**src/hw/tcwp_defines.vh**
```
`ifndef TCWP_DEFINES_VH
`define TCWP_DEFINES_VH

// ----------------------------------------
// Register byte offsets
// ----------------------------------------
`define TCWP_CTRL_ADDR 8'h00
`define TCWP_TOP_ADDR 8'h04
`define TCWP_COUNT_ADDR 8'h08
`define TCWP_STAT_ADDR 8'h0c
`define TCWP_CHCTL_PAGE 4'h1
`define TCWP_CHVAL_PAGE 4'h2

// ----------------------------------------
// Control register fields
// ----------------------------------------
`define TCWP_CTRL_RUN 0
`define TCWP_CTRL_CRS 1
`define TCWP_CTRL_CM_LO 2
`define TCWP_CTRL_CM_HI 3
`define TCWP_CTRL_UDE 4
`define TCWP_CTRL_PHS_LO 5
`define TCWP_CTRL_PHS_HI 7
`define TCWP_CTRL_PHASE_DIRECTION 8
`define TCWP_CTRL_TPS_LO 12
`define TCWP_CTRL_TPS_HI 15

// ----------------------------------------
// Channel control fields
// ----------------------------------------
`define TCWP_CH_CCM 0
`define TCWP_CH_ACT_LO 1
`define TCWP_CH_ACT_HI 3
`define TCWP_CH_CTC 4

// ----------------------------------------
// Reset values
// ----------------------------------------
`define TCWP_CTRL_RST 16'h0000
`define TCWP_TOP_RST 16'hffff
`define TCWP_FULL_TOP 16'hffff

// ----------------------------------------
// Encodings
// ----------------------------------------
`define TCWP_CM_EDGE 2'h1
`define TCWP_CM_PFC 2'h2
`define TCWP_CM_PC 2'h3
`define TCWP_ACT_SET 3'h1
`define TCWP_ACT_CLR 3'h2
`define TCWP_ACT_TGL 3'h3
`define TCWP_ACT_PWM 2'h2
`define TCWP_PHS_OFF 3'h0
`define TCWP_PHS_1OF2 3'h1
`define TCWP_PHS_1OF3 3'h2
`define TCWP_PHS_1OF4 3'h3
`define TCWP_PHS_2OF4 3'h4

`endif

```
**src/hw/tcwp_waveform.v**
```verilog
// Overview of operation
// - Auto-reload with count mode 01 counts up to top, compare points place edges.
// - Outside up/down counting, clear-on-match enable resets the timer to zero after that channel's match.
// - Auto-reload with count mode 1x counts up and down, edges on both slopes.
// - Compare actions happen only for values the timer actually reaches.
// - Compare select 1 with action 10x gives PWM with a double-buffered compare value.
// - Asymmetric PWM counts zero to top, then restarts from zero.
// - Asymmetric non-inverting goes high on match, low at zero; inverting the opposite.
// - Asymmetric top and compare buffers load only at the top-to-zero wrap.
// - Asymmetric period is top plus one ticks, each tick prescale plus one clocks.
// - Asymmetric: compare at or above top holds low, zero holds high (non-inverting).
// - Symmetric PWM counts up to top and back to zero, top held one tick.
// - Symmetric non-inverting clears on up match, sets on down match; inverting opposite.
// - Symmetric top loads only at underflow; compare value is double-buffered.
// - Symmetric period is twice top ticks, each tick prescale plus one clocks.
// - Symmetric: compare at or above top holds high, zero holds low (non-inverting).
// - Count mode 10 loads compare buffers and sets overflow flag only at underflow.
// - Count mode 11 loads compare buffers and sets overflow flag at underflow and top.
// - Phase modes 1 to 3 enable channels in one-hot turn, mode 4 in pairs A,C and B,D; direction reverses order.
// - Non-PWM channels ignore sequencing; C,D in 1:2 and D in 1:3 run normally.
// - Reset drives every channel output to one.
`timescale 1ns/1ps
`include "tcwp_defines.vh"

module tcwp_waveform (
    input wire clk, // System clock
    input wire reset, // Synchronous reset
    input wire psel, // APB select
    input wire penable, // APB enable
    input wire pwrite, // APB direction
    input wire [7:0] paddr, // APB byte address
    input wire [31:0] pwdata, // APB write data
    output wire [31:0] prdata, // APB read data
    output wire pready, // APB ready
    output wire pslverr, // APB error
    output wire [3:0] channelOutput, // Compare output pins A..D
    output wire timerOverflowFlag // Sticky overflow flag
);

    // ----------------------------------------
    // Declarations
    // ----------------------------------------
    reg [15:0] ctrl_r;
    reg [15:0] topBuf_r;
    reg [15:0] topAct_r;
    reg [15:0] count_r;
    reg countDown_r;
    reg [3:0] preCnt_r;
    reg ovf_r;
    reg [1:0] phIdx_r;
    reg [31:0] prdata_r;
    reg [31:0] rdMux;
    reg addrOk;
    reg [3:0] phEn;
    reg [1:0] phLast;
    wire [19:0] ctlFlat;
    wire [63:0] valFlat;
    wire [3:0] ctcHit;
    wire [3:0] outVec;
    wire [31:0] statWord;

    wire run = ctrl_r[`TCWP_CTRL_RUN];
    wire crs = ctrl_r[`TCWP_CTRL_CRS];
    wire [1:0] cm = ctrl_r[`TCWP_CTRL_CM_HI:`TCWP_CTRL_CM_LO];
    wire [2:0] phase_mode_field = ctrl_r[`TCWP_CTRL_PHS_HI:`TCWP_CTRL_PHS_LO];
    wire phase_direction = ctrl_r[`TCWP_CTRL_PHASE_DIRECTION];
    wire [3:0] timer_prescale = ctrl_r[`TCWP_CTRL_TPS_HI:`TCWP_CTRL_TPS_LO];

    // ----------------------------------------
    // APB decode
    // ----------------------------------------
    wire setup = psel & ~penable;
    wire access = psel & penable;

    // ----------------------------------------
    // Write strobes
    // ----------------------------------------
    wire wr = access & pwrite & addrOk;
    wire wrCtrl = wr & (paddr == `TCWP_CTRL_ADDR);
    wire wrTop = wr & (paddr == `TCWP_TOP_ADDR);
    wire wrCount = wr & (paddr == `TCWP_COUNT_ADDR);
    wire wrStat = wr & (paddr == `TCWP_STAT_ADDR);

    // ----------------------------------------
    // Bus answer and pins
    // ----------------------------------------
    assign pready = penable;
    assign pslverr = access & ~addrOk;
    assign prdata = prdata_r;
    assign timerOverflowFlag = ovf_r;
    assign channelOutput = outVec;

    // ----------------------------------------
    // Status word
    // ----------------------------------------
    assign statWord = {24'h000000, phIdx_r, outVec, countDown_r, ovf_r};

    // ----------------------------------------
    // Prescaler and timer events
    // ----------------------------------------
    wire tick = run & (preCnt_r == timer_prescale);
    wire symMode = ~crs & cm[1];
    wire [15:0] upTop = crs ? `TCWP_FULL_TOP : topAct_r;
    wire atTop = (count_r == upTop);
    wire ctcClr = |ctcHit;
    wire topEvt = tick & symMode & ~countDown_r & (count_r >= topAct_r);
    wire undEvt = tick & symMode & countDown_r & (count_r == 16'h0000);
    wire wrapEvt = tick & ~symMode & atTop;
    wire periodEvt = symMode ? undEvt : wrapEvt;
    wire loadEvt = symMode ? (undEvt | ((cm == `TCWP_CM_PC) & topEvt)) : wrapEvt;

    // ----------------------------------------
    // Prescaler, restarts whenever the timer stops
    // ----------------------------------------
    always @(posedge clk) begin
        if (reset || !run || tick) begin
            preCnt_r <= 4'h0;
        end else begin
            preCnt_r <= preCnt_r + 4'h1;
        end
    end

    // ----------------------------------------
    // Timer counter
    // ----------------------------------------
    always @(posedge clk) begin
        if (reset) begin
            count_r <= 16'h0000;
            countDown_r <= 1'b0;
            topAct_r <= `TCWP_TOP_RST;
        end else begin
            if (periodEvt) begin
                topAct_r <= topBuf_r;
            end
            // A count write restarts the up slope
            if (wrCount) begin
                count_r <= pwdata[15:0];
                countDown_r <= 1'b0;
            end else if (tick && symMode) begin
                if (!countDown_r) begin
                    // Turn around at top, top shown for one tick
                    if (count_r >= topAct_r) begin
                        count_r <= count_r - 16'h0001;
                        countDown_r <= 1'b1;
                    end else begin
                        count_r <= count_r + 16'h0001;
                    end
                end else if (count_r == 16'h0000) begin
                    count_r <= 16'h0001;
                    countDown_r <= 1'b0;
                end else begin
                    count_r <= count_r - 16'h0001;
                end
            end else if (tick) begin
                countDown_r <= 1'b0;
                // Wrap at top or on a clear-on-match hit
                if (atTop || ctcClr) begin
                    count_r <= 16'h0000;
                end else begin
                    count_r <= count_r + 16'h0001;
                end
            end
        end
    end

    // ----------------------------------------
    // Overflow flag, set wins over clear
    // ----------------------------------------
    always @(posedge clk) begin
        if (reset) begin
            ovf_r <= 1'b0;
        end else if (loadEvt) begin
            ovf_r <= 1'b1;
        end else if (wrStat && pwdata[0]) begin
            ovf_r <= 1'b0;
        end
    end

    // ----------------------------------------
    // Control and top registers
    // ----------------------------------------
    always @(posedge clk) begin
        if (reset) begin
            ctrl_r <= `TCWP_CTRL_RST;
            topBuf_r <= `TCWP_TOP_RST;
        end else begin
            if (wrCtrl) begin
                ctrl_r <= pwdata[15:0];
            end
            if (wrTop) begin
                topBuf_r <= pwdata[15:0];
            end
        end
    end

    // ----------------------------------------
    // Multi-phase sequencer
    // ----------------------------------------
    always @* begin
        phEn = 4'hf;
        phLast = 2'h0;
        case (phase_mode_field)
            `TCWP_PHS_1OF2: begin
                phLast = 2'h1;
                phEn[0] = (phIdx_r == 2'h0);
                phEn[1] = (phIdx_r == 2'h1);
            end
            `TCWP_PHS_1OF3: begin
                phLast = 2'h2;
                phEn[0] = (phIdx_r == 2'h0);
                phEn[1] = (phIdx_r == 2'h1);
                phEn[2] = (phIdx_r == 2'h2);
            end
            `TCWP_PHS_1OF4: begin
                phLast = 2'h3;
                phEn[0] = (phIdx_r == 2'h0);
                phEn[1] = (phIdx_r == 2'h1);
                phEn[2] = (phIdx_r == 2'h2);
                phEn[3] = (phIdx_r == 2'h3);
            end
            `TCWP_PHS_2OF4: begin
                phLast = 2'h1;
                phEn[0] = (phIdx_r == 2'h0);
                phEn[2] = (phIdx_r == 2'h0);
                phEn[1] = (phIdx_r == 2'h1);
                phEn[3] = (phIdx_r == 2'h1);
            end
            default: begin
                phEn = 4'hf;
                phLast = 2'h0;
            end
        endcase
    end

    // ----------------------------------------
    // Phase index
    // ----------------------------------------
    always @(posedge clk) begin
        if (reset) begin
            phIdx_r <= 2'h0;
        end else if (!run) begin
            // Parked on the first slot of the chosen direction
            phIdx_r <= phase_direction ? phLast : 2'h0;
        end else if (periodEvt && phase_mode_field != `TCWP_PHS_OFF) begin
            if (phase_direction) begin
                phIdx_r <= (phIdx_r == 2'h0) ? phLast : phIdx_r - 2'h1;
            end else begin
                phIdx_r <= (phIdx_r == phLast) ? 2'h0 : phIdx_r + 2'h1;
            end
        end
    end

    // ----------------------------------------
    // Compare channels
    // ----------------------------------------
    genvar i;
    generate
        for (i = 0; i < 4; i = i + 1) begin : gCh
            localparam integer IDX = i;
            reg [4:0] ctl_r;
            reg [15:0] val_r;
            reg [15:0] act_r;
            reg out_r;
            wire ccm = ctl_r[`TCWP_CH_CCM];
            wire [2:0] act = ctl_r[`TCWP_CH_ACT_HI:`TCWP_CH_ACT_LO];
            wire isPwm = ccm & (act[2:1] == `TCWP_ACT_PWM);
            wire nonInv = act[0];
            wire [15:0] cmpCur = isPwm ? act_r : val_r;
            wire inRange = (cmpCur <= upTop);
            wire match = tick & inRange & (count_r == cmpCur);
            // Slots switched off by the sequencer compare at active top
            wire [15:0] cmpEff = phEn[i] ? act_r : topAct_r;
            wire chWr = wr & (paddr[3:2] == IDX[1:0]);

            assign ctcHit[i] = match & ccm & ctl_r[`TCWP_CH_CTC] & ~symMode;
            assign outVec[i] = out_r;
            assign ctlFlat[5*i +: 5] = ctl_r;
            assign valFlat[16*i +: 16] = val_r;

            // ----------------------------------------
            // Channel registers
            // ----------------------------------------
            always @(posedge clk) begin
                if (reset) begin
                    ctl_r <= 5'h00;
                    val_r <= 16'h0000;
                end else begin
                    if (chWr && paddr[7:4] == `TCWP_CHCTL_PAGE) begin
                        ctl_r <= pwdata[4:0];
                    end
                    if (chWr && paddr[7:4] == `TCWP_CHVAL_PAGE) begin
                        val_r <= pwdata[15:0];
                    end
                end
            end

            // ----------------------------------------
            // Compare buffer
            // ----------------------------------------
            always @(posedge clk) begin
                if (reset) begin
                    act_r <= 16'h0000;
                // Outside PWM the written value applies at once
                end else if (!isPwm || loadEvt) begin
                    act_r <= val_r;
                end
            end

            // ----------------------------------------
            // Output stage
            // ----------------------------------------
            always @(posedge clk) begin
                if (reset) begin
                    out_r <= 1'b1;
                end else if (tick && isPwm && !symMode) begin
                    if (count_r == 16'h0000) begin
                        out_r <= (cmpEff == 16'h0000) ~^ nonInv;
                    end else if (count_r == cmpEff && cmpEff < topAct_r) begin
                        out_r <= nonInv;
                    end
                end else if (tick && isPwm) begin
                    if (cmpEff >= topAct_r) begin
                        out_r <= nonInv;
                    end else if (cmpEff == 16'h0000) begin
                        out_r <= ~nonInv;
                    end else if (count_r == cmpEff) begin
                        out_r <= countDown_r ~^ nonInv;
                    end
                end else if (match && ccm) begin
                    case (act)
                        `TCWP_ACT_SET: out_r <= 1'b1;
                        `TCWP_ACT_CLR: out_r <= 1'b0;
                        `TCWP_ACT_TGL: out_r <= ~out_r;
                        default: out_r <= out_r;
                    endcase
                end
            end
        end
    endgenerate

    // ----------------------------------------
    // Read mux, captured in the setup cycle
    // ----------------------------------------
    always @* begin
        rdMux = 32'h0000_0000;
        addrOk = (paddr[1:0] == 2'h0);
        case (paddr[7:4])
            4'h0: begin
                case (paddr[3:2])
                    2'h0: rdMux = {16'h0000, ctrl_r};
                    2'h1: rdMux = {16'h0000, topBuf_r};
                    2'h2: rdMux = {16'h0000, count_r};
                    default: rdMux = statWord;
                endcase
            end
            `TCWP_CHCTL_PAGE: rdMux = {27'h0000000, ctlFlat[5*paddr[3:2] +: 5]};
            `TCWP_CHVAL_PAGE: rdMux = {16'h0000, valFlat[16*paddr[3:2] +: 16]};
            default: addrOk = 1'b0;
        endcase
    end

    always @(posedge clk) begin
        if (reset) begin
            prdata_r <= 32'h0000_0000;
        end else if (setup && !pwrite) begin
            // Refused reads return zero
            prdata_r <= addrOk ? rdMux : 32'h0000_0000;
        end
    end

endmodule
```
**config.mk**
```make
export PLATFORM = sky130hd
export DESIGN_NAME = tcwp_waveform
export DESIGN_NICKNAME = d
export VERILOG_FILES = /design/src/hw/tcwp_waveform.v
export VERILOG_INCLUDE_DIRS = /design/src /design/src/hw
export SDC_FILE = /design/constraint.sdc
export NUM_CORES = 1
export LEC_CHECK = 0
export BUFFER_PORTS_ARGS = -buffer_cell sky130_fd_sc_hd__buf_2
export CORE_MARGIN = 3
export CORE_UTILIZATION = 52
export CTS_CLUSTER_SIZE = 25
export DETAILED_ROUTE_END_ITERATION = 10
export PLACE_DENSITY = 0.69
export SLEW_MARGIN = 0
export SYNTH_ARGS = -nofsm -noshare
export SYNTH_HDL_FRONTEND = slang
export SYNTH_SLANG_ARGS = --single-unit
export TNS_END_PERCENT = 30
```
**constraint.sdc**
```tcl
create_clock -name clk -period 4.5 [get_ports clk]
set_input_delay 0.45 -clock clk [delete_from_list [all_inputs] [get_ports clk]]
set_output_delay 0.45 -clock clk [all_outputs]
set_load 0.03 [all_outputs]
```
==> flow_metrics.py <==
metrics = {
    "clock_tree": {
        "htree_levels": 1,
        "path_clk_slew_ns": 0.06,
        "cts-root-buf": "clkbuf_16",
        "clkSinkCount": 240,
        "post_cts_buffers": 0,
        "cts_buffer_depth": 3,
        "clkLatencyLatePin_ns": 0.61,
        "cts_tree": "yes",
        "cts_buffers": 28,
    },
    "floorplanning": {
        "dieArea_um2": 40700,
        "rows": 71,
        "die_h_um": 202,
        "initial_core_util_pct": 52.9,
        "io_pins": 84,
        "die_x_um": 202,
        "core-area_um2": 37700,
    },
    "grt": {
        "grtUsageTotal_pct": 48.0,
        "grt_max_degree": 110,
        "gr-total-overflow": 0,
        "grt_pass1_wl_mm": 143,
        "grt_pass1_vias": 20500,
        "antenna_found_initial": 6,
    },
    "logic_synthesis": {
        "ys_seq_area_share_pct": 24.1,
        "syn_area_um2": 19900,
        "ys_ff_latch": 240,
        "synthArstFlopShare_pct": 0,
        "syn_area_per_cell_um2": 7.92,
        "ys_warn_count": 0,
        "synth_edf_count": 0,
        "synth_flop_cell": "dfxtp_1",
        "synth_cells": 2515,
        "ys_types": 89,
    },
    "sta": {
        "maxSlewHeadroom_pct": 17.4,
        "tightest_slew_ns": 1.23,
        "period_share_pct": 95.9,
        "setup_viol": 0,
        "rsz0062_at_grt": "false",
        "fin_skew_ns": 0.0408,
        "max_clock_freq_mhz": 232,
        "min_period_ns": 4.32,
        "finalHoldViolCount": 0,
        "setup_tns_ns": 0,
        "maxSlewViolCount": 0,
    },
    "routing": {
        "routed_wl_mm": 102,
        "vias": 22300,
        "via_per_inst": 7.08,
        "drc": 0,
        "initialDrtViolationCount": 3379,
        "first_pass_iters": 7,
        "ant_nets": 0,
        "wl_per_cell_um": 32.4,
    },
    "finish": {
        "nets": 2802,
        "multi_input_area_um2": 14000,
        "seq_area_um2": 4810,
        "stdcell_area_um2": 22600,
        "nFillCells": 3418,
        "syn_to_final_growth_pct": 13.5,
        "drive_gt1_share_pct": 15.0,
    },
    "min_path": {
        "hp-class": "input port to register",
    },
    "run": {
        "drv_cap": 0,
    },
    "place": {
        "dp_hpwl_mm": 77.3,
        "numPortBuffers": 51,
        "place_area_um2": 21500,
        "gp_congestion": 1.07,
    },
    "pwr": {
        "power_per_cell_area_nw_per_um2": 220,
        "power_leakage_uw": 0.0105,
        "finalPower_uw": 4970,
        "vdd_drop_max_mv": 0.327,
    },
    "setup_path": {
        "cp-end-kind": "register",
        "required_ns": 4.95,
        "crit_fanout": 15,
        "critical_path_class": "register to register",
        "critPathArrivalTime_ns": 4.76,
        "startpoint_type": "register",
    },
    "run_status": {
        "status": "completed",
    },
}
[cells by family (layout without fill, tap and decap cells)]
| kind of cell | after synthesis | in the layout | share of synthesized area, % |
|---|---|---|---|
| flops | 240 | 240 | 24.1 |
| buf+inv | 287 | 384 | 5.90 |
| xor+xnor | 113 | 113 | 4.97 |
| other cells | 1 | 25 | 0.0188 |
| fa+ha+maj | 152 | 152 | 9.55 |
| compound gates | 515 | 515 | 17.5 |
| simple gates | 957 | 957 | 23.3 |
| mux | 250 | 250 | 14.7 |
[metal layers]
metal | up-vias | global-route usage, % | part of all wire [%]
met5 | - | 0 | 0.068
met3 | 583 | 17.3 | 15
met1 | 10400 | 60.5 | 36
li1 | 9310 | - | -
met2 | 2006 | 66.8 | 39
met4 | 8 | 36.1 | 9.9
[state kept, by name, summed over array words and instances, names as in the netlist]
signal and count:
prdata 16, topAct_r 16, topBuf_r 16, ctrl_r 16
gCh.ctl_r 20, gCh.val_r 64, count_r 16, timerOverflowFlag 1
gCh.out_r 4, phIdx_r 2, gCh.act_r 64, countDown_r 1
preCnt_r 4
[metrics by stage]
stage | hold WS, ns | util [%] | std cells | setup WS [ns]
6_report | 0.204 | 60.0 | 3147 | 0.184
5_1_grt | 0.209 | 59.9 | 3138 | 0.0679
4_1_cts | 0.189 | 59.9 | 3138 | 0.184
3_5_place_dp | 0.472 | 57.2 | 3086 | 0.235
3_3_place_gp | 0.456 | 57.2 | 3086 | 0.389
2_1_floorplan | 0.440 | - | 2530 | 0.698
[area by class of cell]
cell class	count	share of cell area [%]
repair buffers	240	7.66
well taps	511	2.83
clock buffers	35	3.44
flip-flops and latches	240	21.3
multi-input cells	2003	62.1
inverters	92	1.53
clock inverters	17	1.12
diodes	9	0.0997
[where the power goes]
group	leakage (µW)	switching [µW]	internal [µW]
Combinational	0.00810	190	71.5
Sequential	0.00193	5.69	2120
Clock	0.000507	1050	1520
Total	0.0105	1250	3720
[final timing paths]
kind / startpoint / end / slack, ns / cells after the start
worst min-delay path: pwdata[11] / gCh[0].val_r[11] / 0.20 / 3
worst max register to register: count_r[3] / gCh[1].act_r[3] / 0.18 / 10
worst max-delay path: count_r[3] / gCh[1].act_r[3] / 0.18 / 10
worst min register to register: preCnt_r[0] / preCnt_r[0] / 0.49 / 1
[synthesized netlist by cell type, drive strengths merged (19+ instances only)]
master	number	area share (%)
dfxtp	240	24
o21ai	87	2.2
nand3b	23	0.93
xnor2	86	3.8
a22oi	21	0.79
mux2	44	2.5
nand2b	19	0.60
a211o	21	0.92
xor2	27	1.2
a31oi	20	0.66
a21oi	146	3.7
clkbuf	136	2.6
nor3	46	1.2
inv	89	1.7
o22ai	28	0.88
nand3	71	1.8
mux4	29	3.3
nand2	306	5.8
buf	59	1.6
ha	152	9.6
nor4	47	1.6
a21o	20	0.75
nor2b	57	1.8
nor2	247	4.7
and3	21	0.66
nand4	48	1.5
mux2i	177	8.9
[timing repair]
action	CTS	global route
endpoints found under the setup margin	0	2
gates resized for setup	0	2
hold buffers	0	0
[placed cells by master, fill, tap and decap left out, types with 29 or more instances in the layout]
master	instances
a21oi_1	146
buf_2	50
buf_4	185
dfxtp_1	239
ha_1	152
inv_1	88
mux2_2	43
mux2i_1	177
mux4_2	29
nand2_1	306
nand3_1	71
nand4_1	48
nor2_1	246
nor2b_1	57
nor3_1	43
nor4_1	44
o21ai_0	83
xnor2_1	86
[critical path, cell delays in order, from the launching register on]
cell and delay (ns):
dfxtp_1 0.77, buf_4 0.39, inv_1 0.38, o32ai_1 0.45, nand4_1 0.24, o31ai_2 0.40, nand2_1 0.51, o211ai_2 0.49
buf_12 0.24, mux2i_1 0.22, nor2_1 0.05
Note: power is estimated with default switching activity, not from simulation.
